**config.mk**
```make
export PLATFORM = sky130hd
export DESIGN_NAME = pmd_port_map
export DESIGN_NICKNAME = d
export VERILOG_FILES = /design/src/common/pmd_pkg.sv /design/src/design/pmd_port_map.sv
export VERILOG_INCLUDE_DIRS = /design/src /design/src/common
export SDC_FILE = /design/constraint.sdc
export NUM_CORES = 1
export LEC_CHECK = 0
export ABC_CLOCK_PERIOD_IN_PS = 1900
export BUFFER_PORTS_ARGS = -buffer_cell sky130_fd_sc_hd__buf_4
export CAP_MARGIN = 20
export CELL_PAD_IN_SITES_DETAIL_PLACEMENT = 2
export CELL_PAD_IN_SITES_GLOBAL_PLACEMENT = 2
export CORE_MARGIN = 10
export CORE_UTILIZATION = 29
export CTS_BUF_LIST = sky130_fd_sc_hd__clkbuf_2 sky130_fd_sc_hd__clkbuf_4 sky130_fd_sc_hd__clkbuf_8
export CTS_CLUSTER_DIAMETER = 60
export DETAILED_ROUTE_END_ITERATION = 6
export PLACE_DENSITY_LB_ADDON = 0.1
export SLEW_MARGIN = 10
export SYNTH_ARGS = -nofsm -noshare
export SYNTH_HDL_FRONTEND = slang
export SYNTH_SLANG_ARGS = --single-unit
```
**constraint.sdc**
```tcl
create_clock -name clk -period 1.9 [get_ports clk]
set_input_delay 0.19 -clock clk [delete_from_list [all_inputs] [get_ports clk]]
set_output_delay 0.19 -clock clk [all_outputs]
set_load 0.01 [all_outputs]
```
**src/common/pmd_defs.svh**
```systemverilog
// Offsets, masks, reset values and memory-map addresses of the port block
`ifndef PMD_DEFS_SVH
`define PMD_DEFS_SVH

// Register indices; byte address is four times the index
`define PMD_IDX_PORT_A_DATA 6'h00
`define PMD_IDX_PORT_B_DATA 6'h01
`define PMD_IDX_PORT_C_DATA 6'h02
`define PMD_IDX_PORT_D_DATA 6'h03
`define PMD_IDX_PORT_A_DIR 6'h04
`define PMD_IDX_PORT_B_DIR 6'h05
`define PMD_IDX_PORT_C_DIR 6'h06
`define PMD_IDX_PORT_D_DIR 6'h07
`define PMD_IDX_LAST 6'h07

// Implemented bits per register
`define PMD_MASK_A_DATA 8'hFF
`define PMD_MASK_B_DATA 8'hE0
`define PMD_MASK_C_DATA 8'hFF
`define PMD_MASK_D_DATA 8'hA0
`define PMD_MASK_A_DIR 8'hFF
`define PMD_MASK_B_DIR 8'hE0
`define PMD_MASK_C_DIR 8'hFF
`define PMD_MASK_D_DIR 8'h20
// Port D bit 4 always reads one
`define PMD_ONES_D_DATA 8'h10

// Direction reset value
`define PMD_DIR_RESET 8'h00

// Memory map
`define PMD_IO_FIRST 13'h0000
`define PMD_IO_LAST 13'h001F
`define PMD_PAGE0_ROM_FIRST 13'h0020
`define PMD_PAGE0_ROM_LAST 13'h004F
`define PMD_VEC_ROM_FIRST 13'h1FF8
`define PMD_VEC_ROM_LAST 13'h1FFF
`define PMD_VEC_TIMER_HIGH 13'h1FF8
`define PMD_VEC_TIMER_LOW 13'h1FF9
`define PMD_VEC_EXT_HIGH 13'h1FFA
`define PMD_VEC_EXT_LOW 13'h1FFB
`define PMD_VEC_SWI_HIGH 13'h1FFC
`define PMD_VEC_SWI_LOW 13'h1FFD
`define PMD_VEC_RESET_HIGH 13'h1FFE
`define PMD_VEC_RESET_LOW 13'h1FFF

`endif

```
**src/common/pmd_pkg.sv**
```systemverilog
// Types shared by the port and map decode block
package pmd_pkg;

	typedef enum logic [3:0] {
		PMD_ST_IDLE = 4'h1,
		PMD_ST_HIGH = 4'h2,
		PMD_ST_LOW = 4'h4,
		PMD_ST_DONE = 4'h8
	} pmd_vec_state_t;

	typedef enum logic [1:0] {
		PMD_VEC_TIMER = 2'h0,
		PMD_VEC_EXT = 2'h1,
		PMD_VEC_SWI = 2'h2,
		PMD_VEC_RESET = 2'h3
	} pmd_vec_src_t;

endpackage

```
**src/design/pmd_port_map.sv**
```systemverilog
// Port registers, pin control, memory-map decode and vector fetch
//
// Added by the designer: the APB register port.
`timescale 1ns/1ps
`include "pmd_defs.svh"

module pmd_port_map (
	// Clock, reset, enable
	input wire logic clk,
	input wire logic rst,
	input wire logic ce,
	// APB slave
	input wire logic psel,
	input wire logic penable,
	input wire logic pwrite,
	input wire logic [7:0] paddr,
	input wire logic [31:0] pwdata,
	input wire logic [3:0] pstrb,
	output logic [31:0] prdata,
	output logic pready,
	output logic pslverr,
	// Port pins
	input wire logic [7:0] pin_a_in,
	output logic [7:0] pin_a_out,
	output logic [7:0] pin_a_oe,
	input wire logic [7:0] pin_b_in,
	output logic [7:0] pin_b_out,
	output logic [7:0] pin_b_oe,
	input wire logic [7:0] pin_c_in,
	output logic [7:0] pin_c_out,
	output logic [7:0] pin_c_oe,
	input wire logic [7:0] pin_d_in,
	output logic [7:0] pin_d_out,
	output logic [7:0] pin_d_oe,
	// Memory-map decode
	input wire logic [12:0] map_addr,
	output logic sel_io,
	output logic sel_page0_rom,
	output logic sel_vec_rom,
	output logic sel_reset_vec,
	// Vector fetch
	input wire logic vec_req,
	input wire logic [1:0] vec_src,
	output logic vec_rom_en,
	output logic [12:0] vec_rom_addr,
	input wire logic [7:0] vec_rom_data,
	output logic vec_valid,
	output logic [15:0] vec_value
);

	logic [7:0] port_a_data;
	logic [7:0] port_b_data;
	logic [7:0] port_c_data;
	logic [7:0] port_d_data;
	logic [7:0] port_a_dir;
	logic [7:0] port_b_dir;
	logic [7:0] port_c_dir;
	logic [7:0] port_d_dir;
	logic [5:0] reg_idx;
	logic addr_hit;
	logic setup_phase;
	logic wr_en;
	logic [7:0] wbyte;
	logic [7:0] next_rdata;
	pmd_pkg::pmd_vec_state_t vec_state;
	pmd_pkg::pmd_vec_state_t next_vec_state;
	logic [12:0] vec_high_addr;
	logic [7:0] vec_high_byte;

	assign reg_idx = paddr[7:2];
	assign addr_hit = (paddr[1:0] == 2'h0) && (reg_idx <= `PMD_IDX_LAST);
	assign setup_phase = psel && !penable;
	// Write lands at the access edge that samples pready high
	assign wr_en = ce && psel && penable && pready && pwrite && addr_hit
		&& pstrb[0];
	assign wbyte = pwdata[7:0];

	// Read value: latch where driven, pin where input
	function automatic logic [7:0] port_view(input logic [7:0] dat,
		input logic [7:0] dir, input logic [7:0] pin,
		input logic [7:0] mask);
		port_view = ((dir & dat) | (~dir & pin)) & mask;
	endfunction

	always_comb begin
		next_rdata = 8'h00;
		case (reg_idx)
		`PMD_IDX_PORT_A_DATA: begin
			next_rdata = port_view(port_a_data, port_a_dir, pin_a_in,
				`PMD_MASK_A_DATA);
		end
		`PMD_IDX_PORT_B_DATA: begin
			next_rdata = port_view(port_b_data, port_b_dir, pin_b_in,
				`PMD_MASK_B_DATA);
		end
		`PMD_IDX_PORT_C_DATA: begin
			next_rdata = port_view(port_c_data, port_c_dir, pin_c_in,
				`PMD_MASK_C_DATA);
		end
		`PMD_IDX_PORT_D_DATA: begin
			next_rdata = port_view(port_d_data, port_d_dir, pin_d_in,
				`PMD_MASK_D_DATA) | `PMD_ONES_D_DATA;
		end
		`PMD_IDX_PORT_A_DIR: begin
			next_rdata = port_a_dir;
		end
		`PMD_IDX_PORT_B_DIR: begin
			next_rdata = port_b_dir;
		end
		`PMD_IDX_PORT_C_DIR: begin
			next_rdata = port_c_dir;
		end
		`PMD_IDX_PORT_D_DIR: begin
			next_rdata = port_d_dir;
		end
		default: begin
			next_rdata = 8'h00;
		end
		endcase
		if (!addr_hit) begin
			next_rdata = 8'h00;
		end
	end

	// APB answer: one access cycle, no wait states
	always_ff @(posedge clk) begin
		if (rst) begin
			pready <= 1'b0;
			pslverr <= 1'b0;
			prdata <= 32'h00000000;
		end else if (ce) begin
			pready <= setup_phase;
			pslverr <= setup_phase && !addr_hit;
			if (setup_phase && !pwrite) begin
				prdata <= {24'h000000, next_rdata};
			end
		end
	end

	// Data latches keep their contents through reset
	always_ff @(posedge clk) begin
		if (wr_en) begin
			case (reg_idx)
			`PMD_IDX_PORT_A_DATA: begin
				port_a_data <= wbyte & `PMD_MASK_A_DATA;
			end
			`PMD_IDX_PORT_B_DATA: begin
				port_b_data <= wbyte & `PMD_MASK_B_DATA;
			end
			`PMD_IDX_PORT_C_DATA: begin
				port_c_data <= wbyte & `PMD_MASK_C_DATA;
			end
			`PMD_IDX_PORT_D_DATA: begin
				port_d_data <= wbyte & `PMD_MASK_D_DATA;
			end
			default: begin
			end
			endcase
		end
	end

	// Direction registers clear on reset
	always_ff @(posedge clk) begin
		if (rst) begin
			port_a_dir <= `PMD_DIR_RESET;
			port_b_dir <= `PMD_DIR_RESET;
			port_c_dir <= `PMD_DIR_RESET;
			port_d_dir <= `PMD_DIR_RESET;
		end else if (wr_en) begin
			case (reg_idx)
			`PMD_IDX_PORT_A_DIR: begin
				port_a_dir <= wbyte & `PMD_MASK_A_DIR;
			end
			`PMD_IDX_PORT_B_DIR: begin
				port_b_dir <= wbyte & `PMD_MASK_B_DIR;
			end
			`PMD_IDX_PORT_C_DIR: begin
				port_c_dir <= wbyte & `PMD_MASK_C_DIR;
			end
			`PMD_IDX_PORT_D_DIR: begin
				port_d_dir <= wbyte & `PMD_MASK_D_DIR;
			end
			default: begin
			end
			endcase
		end
	end

	// Pin drivers; latch value gated so outputs are defined after reset
	always_ff @(posedge clk) begin
		if (rst) begin
			pin_a_out <= 8'h00;
			pin_b_out <= 8'h00;
			pin_c_out <= 8'h00;
			pin_d_out <= 8'h00;
			pin_a_oe <= 8'h00;
			pin_b_oe <= 8'h00;
			pin_c_oe <= 8'h00;
			pin_d_oe <= 8'h00;
		end else if (ce) begin
			pin_a_out <= port_a_data & port_a_dir;
			pin_b_out <= port_b_data & port_b_dir;
			pin_c_out <= port_c_data & port_c_dir;
			pin_d_out <= port_d_data & port_d_dir;
			pin_a_oe <= port_a_dir;
			pin_b_oe <= port_b_dir;
			pin_c_oe <= port_c_dir;
			pin_d_oe <= port_d_dir;
		end
	end

	// Memory-map decode
	always_ff @(posedge clk) begin
		if (rst) begin
			sel_io <= 1'b0;
			sel_page0_rom <= 1'b0;
			sel_vec_rom <= 1'b0;
			sel_reset_vec <= 1'b0;
		end else if (ce) begin
			sel_io <= (map_addr <= `PMD_IO_LAST);
			sel_page0_rom <= (map_addr >= `PMD_PAGE0_ROM_FIRST)
				&& (map_addr <= `PMD_PAGE0_ROM_LAST);
			sel_vec_rom <= map_addr >= `PMD_VEC_ROM_FIRST;
			sel_reset_vec <= map_addr >= `PMD_VEC_RESET_HIGH;
		end
	end

	// Vector high-byte address per source
	always_comb begin
		case (pmd_pkg::pmd_vec_src_t'(vec_src))
		pmd_pkg::PMD_VEC_TIMER: vec_high_addr = `PMD_VEC_TIMER_HIGH;
		pmd_pkg::PMD_VEC_EXT: vec_high_addr = `PMD_VEC_EXT_HIGH;
		pmd_pkg::PMD_VEC_SWI: vec_high_addr = `PMD_VEC_SWI_HIGH;
		pmd_pkg::PMD_VEC_RESET: vec_high_addr = `PMD_VEC_RESET_HIGH;
		default: vec_high_addr = `PMD_VEC_RESET_HIGH;
		endcase
	end

	always_comb begin
		case (vec_state)
		pmd_pkg::PMD_ST_IDLE: begin
			next_vec_state = vec_req ? pmd_pkg::PMD_ST_HIGH
				: pmd_pkg::PMD_ST_IDLE;
		end
		pmd_pkg::PMD_ST_HIGH: next_vec_state = pmd_pkg::PMD_ST_LOW;
		pmd_pkg::PMD_ST_LOW: next_vec_state = pmd_pkg::PMD_ST_DONE;
		pmd_pkg::PMD_ST_DONE: next_vec_state = pmd_pkg::PMD_ST_IDLE;
		default: next_vec_state = pmd_pkg::PMD_ST_IDLE;
		endcase
	end

	always_ff @(posedge clk) begin
		if (rst) begin
			vec_state <= pmd_pkg::PMD_ST_IDLE;
		end else if (ce) begin
			vec_state <= next_vec_state;
		end
	end

	// Fetch high byte first, then the byte after it
	always_ff @(posedge clk) begin
		if (rst) begin
			vec_rom_en <= 1'b0;
			vec_rom_addr <= 13'h0000;
			vec_high_byte <= 8'h00;
			vec_valid <= 1'b0;
			vec_value <= 16'h0000;
		end else if (ce) begin
			vec_valid <= 1'b0;
			vec_rom_en <= 1'b0;
			case (vec_state)
			pmd_pkg::PMD_ST_IDLE: begin
				if (vec_req) begin
					vec_rom_en <= 1'b1;
					vec_rom_addr <= vec_high_addr;
				end
			end
			pmd_pkg::PMD_ST_HIGH: begin
				vec_rom_en <= 1'b1;
				vec_rom_addr <= vec_rom_addr + 13'h0001;
			end
			pmd_pkg::PMD_ST_LOW: begin
				vec_high_byte <= vec_rom_data;
			end
			pmd_pkg::PMD_ST_DONE: begin
				vec_valid <= 1'b1;
				vec_value <= {vec_high_byte, vec_rom_data};
			end
			default: begin
			end
			endcase
		end
	end
endmodule

```
==> flow_summary.yaml <==
detailed_routing:
  detailedRoute.firstIterationViolations: 150
  drt_first_pass_iters: 4
  drc_errors: 0
  drt-vias-per-instance: 4.75
  final_antenna_net_count: 0
  routed_wire_length_per_instance_um: 19.6
  vias: 5260
  postRouteWirelength_mm: 21.7
clock_network:
  cts.path.max_buffers: 2
  cts.root.buffer_cell: "sky130_fd_sc_hd__clkbuf_8"
  number_of_gates_resized_after_cts: 0
  ctsHtreeMaxLevel: 4
  insertion_delay_ns: 0.45
  cts.sink_count: 137
  clock_tree_from_tritoncts: "done"
  tritoncts.num_buffers: 17
  clk_transition_reported_paths_ns: 0.08
sta:
  fmax_ghz: 0.582
  finalSetupViolations: 0
  finalSetupTns_ns: 0
  timing_max_transition_violations_final: 0
  final.min_clock_period_ns: 1.72
  rsz0062_at_grt: "false"
  slew_headroom: 0.391
  tightestPinTransition_ns: 0.909
  clock-skew-final_ns: 0.00986
  final-hold-violation-count: 0
  fin_worst_hold_slack_ns: 0.0488
  timing.final.crit_share: 0.905
  setup_slack_ns: 0.181
floorplanning:
  core_um2: 20300
  initial_utilization: 0.296
  dieHeight_um: 164
  die_w_um: 164
  design.portCount: 239
  floorplan.die_area_um2: 26800
  placementRows: 52
job:
  max_cap_viol_count: 0
yosys:
  yosys_cell_types: 61
  synthesis.area_um2: 6000
  seq_area_frac_synth: 0.491
  yosys.area.top_type_share: 0.390
  area_contributors_post_synth: "sky130_fd_sc_hd__dfxtp_1 39%, sky130_fd_sc_hd__edfxtp_1 10%, sky130_fd_sc_hd__mux2i_1 9.2%"
  synth.largest_area_cell: "sky130_fd_sc_hd__dfxtp_1"
  synth-async-reset-ratio: 0
  synth_seq_cells: 137
  syn-instance-count: 638
  synth-edff-count: 20
  yosysWarnings: 0
  avgSynthCellArea_um2: 9.40
  ys_dominant_reg_cell: "sky130_fd_sc_hd__dfxtp_1"
critical_path:
  critical_path_arrival_ns: 2.09
  worstPathMaxFanout: 11
  worstPathBufferInverterCount: 1
  critical_path.top_delay_family: "simple AND/OR/NAND/NOR gates"
  critPathMaxStageDelay_ns: 0.73
  worst_path_cell_chain: "buf_4 -> nand2b_1 -> or4_1 -> a21oi_1"
  critPathCaptureType: "flip-flop"
  timing_worst_setup_path_type: "reg2reg"
  crit_start_category: "flip-flop"
  critPathRequiredTime_ns: 2.27
  ff2ff_setup_slack_ns: 0.18
  crit_slowest_cell: "sky130_fd_sc_hd__or4_1"
cells_and_area:
  fin_cells: 1107
  stdcell_area_um2: 7980
  num_antenna_cells: 0
  fillerInstances: 2300
  num-nets-final: 931
  finish.utilization: 0.393
  flow.area_growth_from_synthesis_pct: 33.0
  final_layout_size_suffix_gt1_frac: 0.284
power:
  fin_total_pwr_mw: 5.91
  switching_fraction_of_total_power: 0.268
  power_frac_clock: 0.401
  internal_power_mw: 4.33
  irDropWorstVdd_mv: 0.431
  power.density_nw_per_um2: 741
  power.share.sequential: 0.505
  switching_power_mw: 1.58
  total_leakage_power_nw: 3.33
  power_frac_comb: 0.094
place:
  gp_congestion: 0.782
  setup_slack_at_placement_ns: 0.0124
  dp.cells: 1057
  portBuffers: 151
  dpl.hpwl_mm: 16.5
  placement.cell_area_um2: 7420
global_route:
  grt_overflow: 0
  grt_pass1_vias: 5847
  grt_antenna_before_repair: 0
  grt_first_pass_wirelength_mm: 33.7
  gr-usage-all-layers: 0.160
  largest_net_degree_at_the_start_of_global_routing: 56
run_status:
  outcome: "finished, final reports clean"
min_path:
  min_path_type: "in2reg"
worst register-to-register path, cell delays in order (launching register included):
cell	delay, ns
sky130_fd_sc_hd__dfxtp_1	0.32
sky130_fd_sc_hd__buf_4	0.15
sky130_fd_sc_hd__nand2b_1	0.20
sky130_fd_sc_hd__or4_1	0.73
sky130_fd_sc_hd__a21oi_1	0.23
final cells by class:
class | count | area [µm²] | area share
flip-flops and latches | 137 | 2940 | 0.369
inverters | 2 | 7.51 | 0.000941
multi-input cells | 465 | 2740 | 0.344
well taps | 270 | 338 | 0.0424
repair buffers | 201 | 1560 | 0.196
clock buffers | 20 | 269 | 0.0337
clock inverters | 12 | 116 | 0.0146
layout by cell type, fill, tap and decap left out, types with 5 or more instances in the layout:
cell type                       instances
sky130_fd_sc_hd__a21oi_1               59
sky130_fd_sc_hd__nor2_1                66
sky130_fd_sc_hd__conb_1                48
sky130_fd_sc_hd__nand3_1               30
sky130_fd_sc_hd__dfxtp_1              117
sky130_fd_sc_hd__mux2i_1               55
sky130_fd_sc_hd__dlygate4sd3_1         16
sky130_fd_sc_hd__nand2b_1              10
sky130_fd_sc_hd__nand2_1               76
sky130_fd_sc_hd__edfxtp_1              20
sky130_fd_sc_hd__clkbuf_8              19
sky130_fd_sc_hd__nor2b_1                5
sky130_fd_sc_hd__xor2_1                 7
sky130_fd_sc_hd__buf_4                184
sky130_fd_sc_hd__and3_1                 5
sky130_fd_sc_hd__nand4_1                8
sky130_fd_sc_hd__o21ai_0               16
sky130_fd_sc_hd__mux2_2                 7
sequential cells by signal, summed over array words and instances, names as in the netlist, 4 cells and up:
| name | cells |
|---|---|
| pin_c_oe | 8 |
| vec_state | 4 |
| vec_high_byte | 8 |
| pin_a_oe | 8 |
| pin_c_out | 8 |
| prdata | 8 |
| port_c_dir | 8 |
| port_a_data | 8 |
| vec_rom_addr | 13 |
| vec_value | 16 |
| port_c_data | 8 |
| port_a_dir | 8 |
| pin_a_out | 8 |
synthesized netlist by cell type (5+ instances only):
master,instances
sky130_fd_sc_hd__mux2_2,7
sky130_fd_sc_hd__o21ai_0,16
sky130_fd_sc_hd__nand3_1,30
sky130_fd_sc_hd__nor2_1,66
sky130_fd_sc_hd__nor2b_1,5
sky130_fd_sc_hd__clkbuf_1,26
sky130_fd_sc_hd__dfxtp_1,117
sky130_fd_sc_hd__nor3_1,5
sky130_fd_sc_hd__xor2_1,7
sky130_fd_sc_hd__nand2_1,76
sky130_fd_sc_hd__and3_1,5
sky130_fd_sc_hd__nand2b_1,10
sky130_fd_sc_hd__nand4_1,8
sky130_fd_sc_hd__mux2i_1,55
sky130_fd_sc_hd__a21oi_1,59
sky130_fd_sc_hd__edfxtp_1,20
sky130_fd_sc_hd__buf_4,48
cell families after synthesis:
logic type / Yosys count / share of synthesized area
compound gates: 112 / 0.117
xor+xnor: 10 / 0.0146
fa+ha+maj: 1 / 0.00209
buf+inv: 83 / 0.0828
flops: 137 / 0.491
mux: 62 / 0.105
other cells: 1 / 0.000625
simple gates: 232 / 0.187
worst paths after layout:
check	start	to	cells after the start
setup / recovery	vec_state[3]$_SDFFE_PP0P_	vec_rom_addr[10]$_SDFFE_PP0P_	4
hold / removal	rst	pin_b_out[6]$_SDFFE_PP0P_	2
setup reg to reg	vec_state[3]$_SDFFE_PP0P_	vec_rom_addr[10]$_SDFFE_PP0P_	4
hold reg to reg	vec_value[3]$_SDFFE_PP0P_	vec_value[3]$_SDFFE_PP0P_	2
repair_timing:
| action | 4_1_cts | 5_1_grt |
|---|---|---|
| setup endpoints to repair | 0 | 1 |
| hold buffers | 16 | 0 |
| buffers inserted | 0 | 2 |
| hold endpoints to repair | 41 | 0 |
per-layer routing:
layer  vias up  routed length [µm]  GRT usage
met5         -                   0          0
met4         0                 167     0.0390
met3        13                1180     0.0428
met2       126               11500      0.289
met1      2601                8910      0.182
li1       2520                   -          -
power by group through the flow:
stage               registers (mW)  logic (mW)  clock network, mW
floorplan                     3.06       0.306                  0
global placement              3.05       0.511                  0
detailed placement            3.05       0.526                  0
CTS                           2.98       0.553               2.46
global route                  2.99       0.612               2.61
finish                        2.98       0.555               2.37
(Power assumes the default switching activity.)
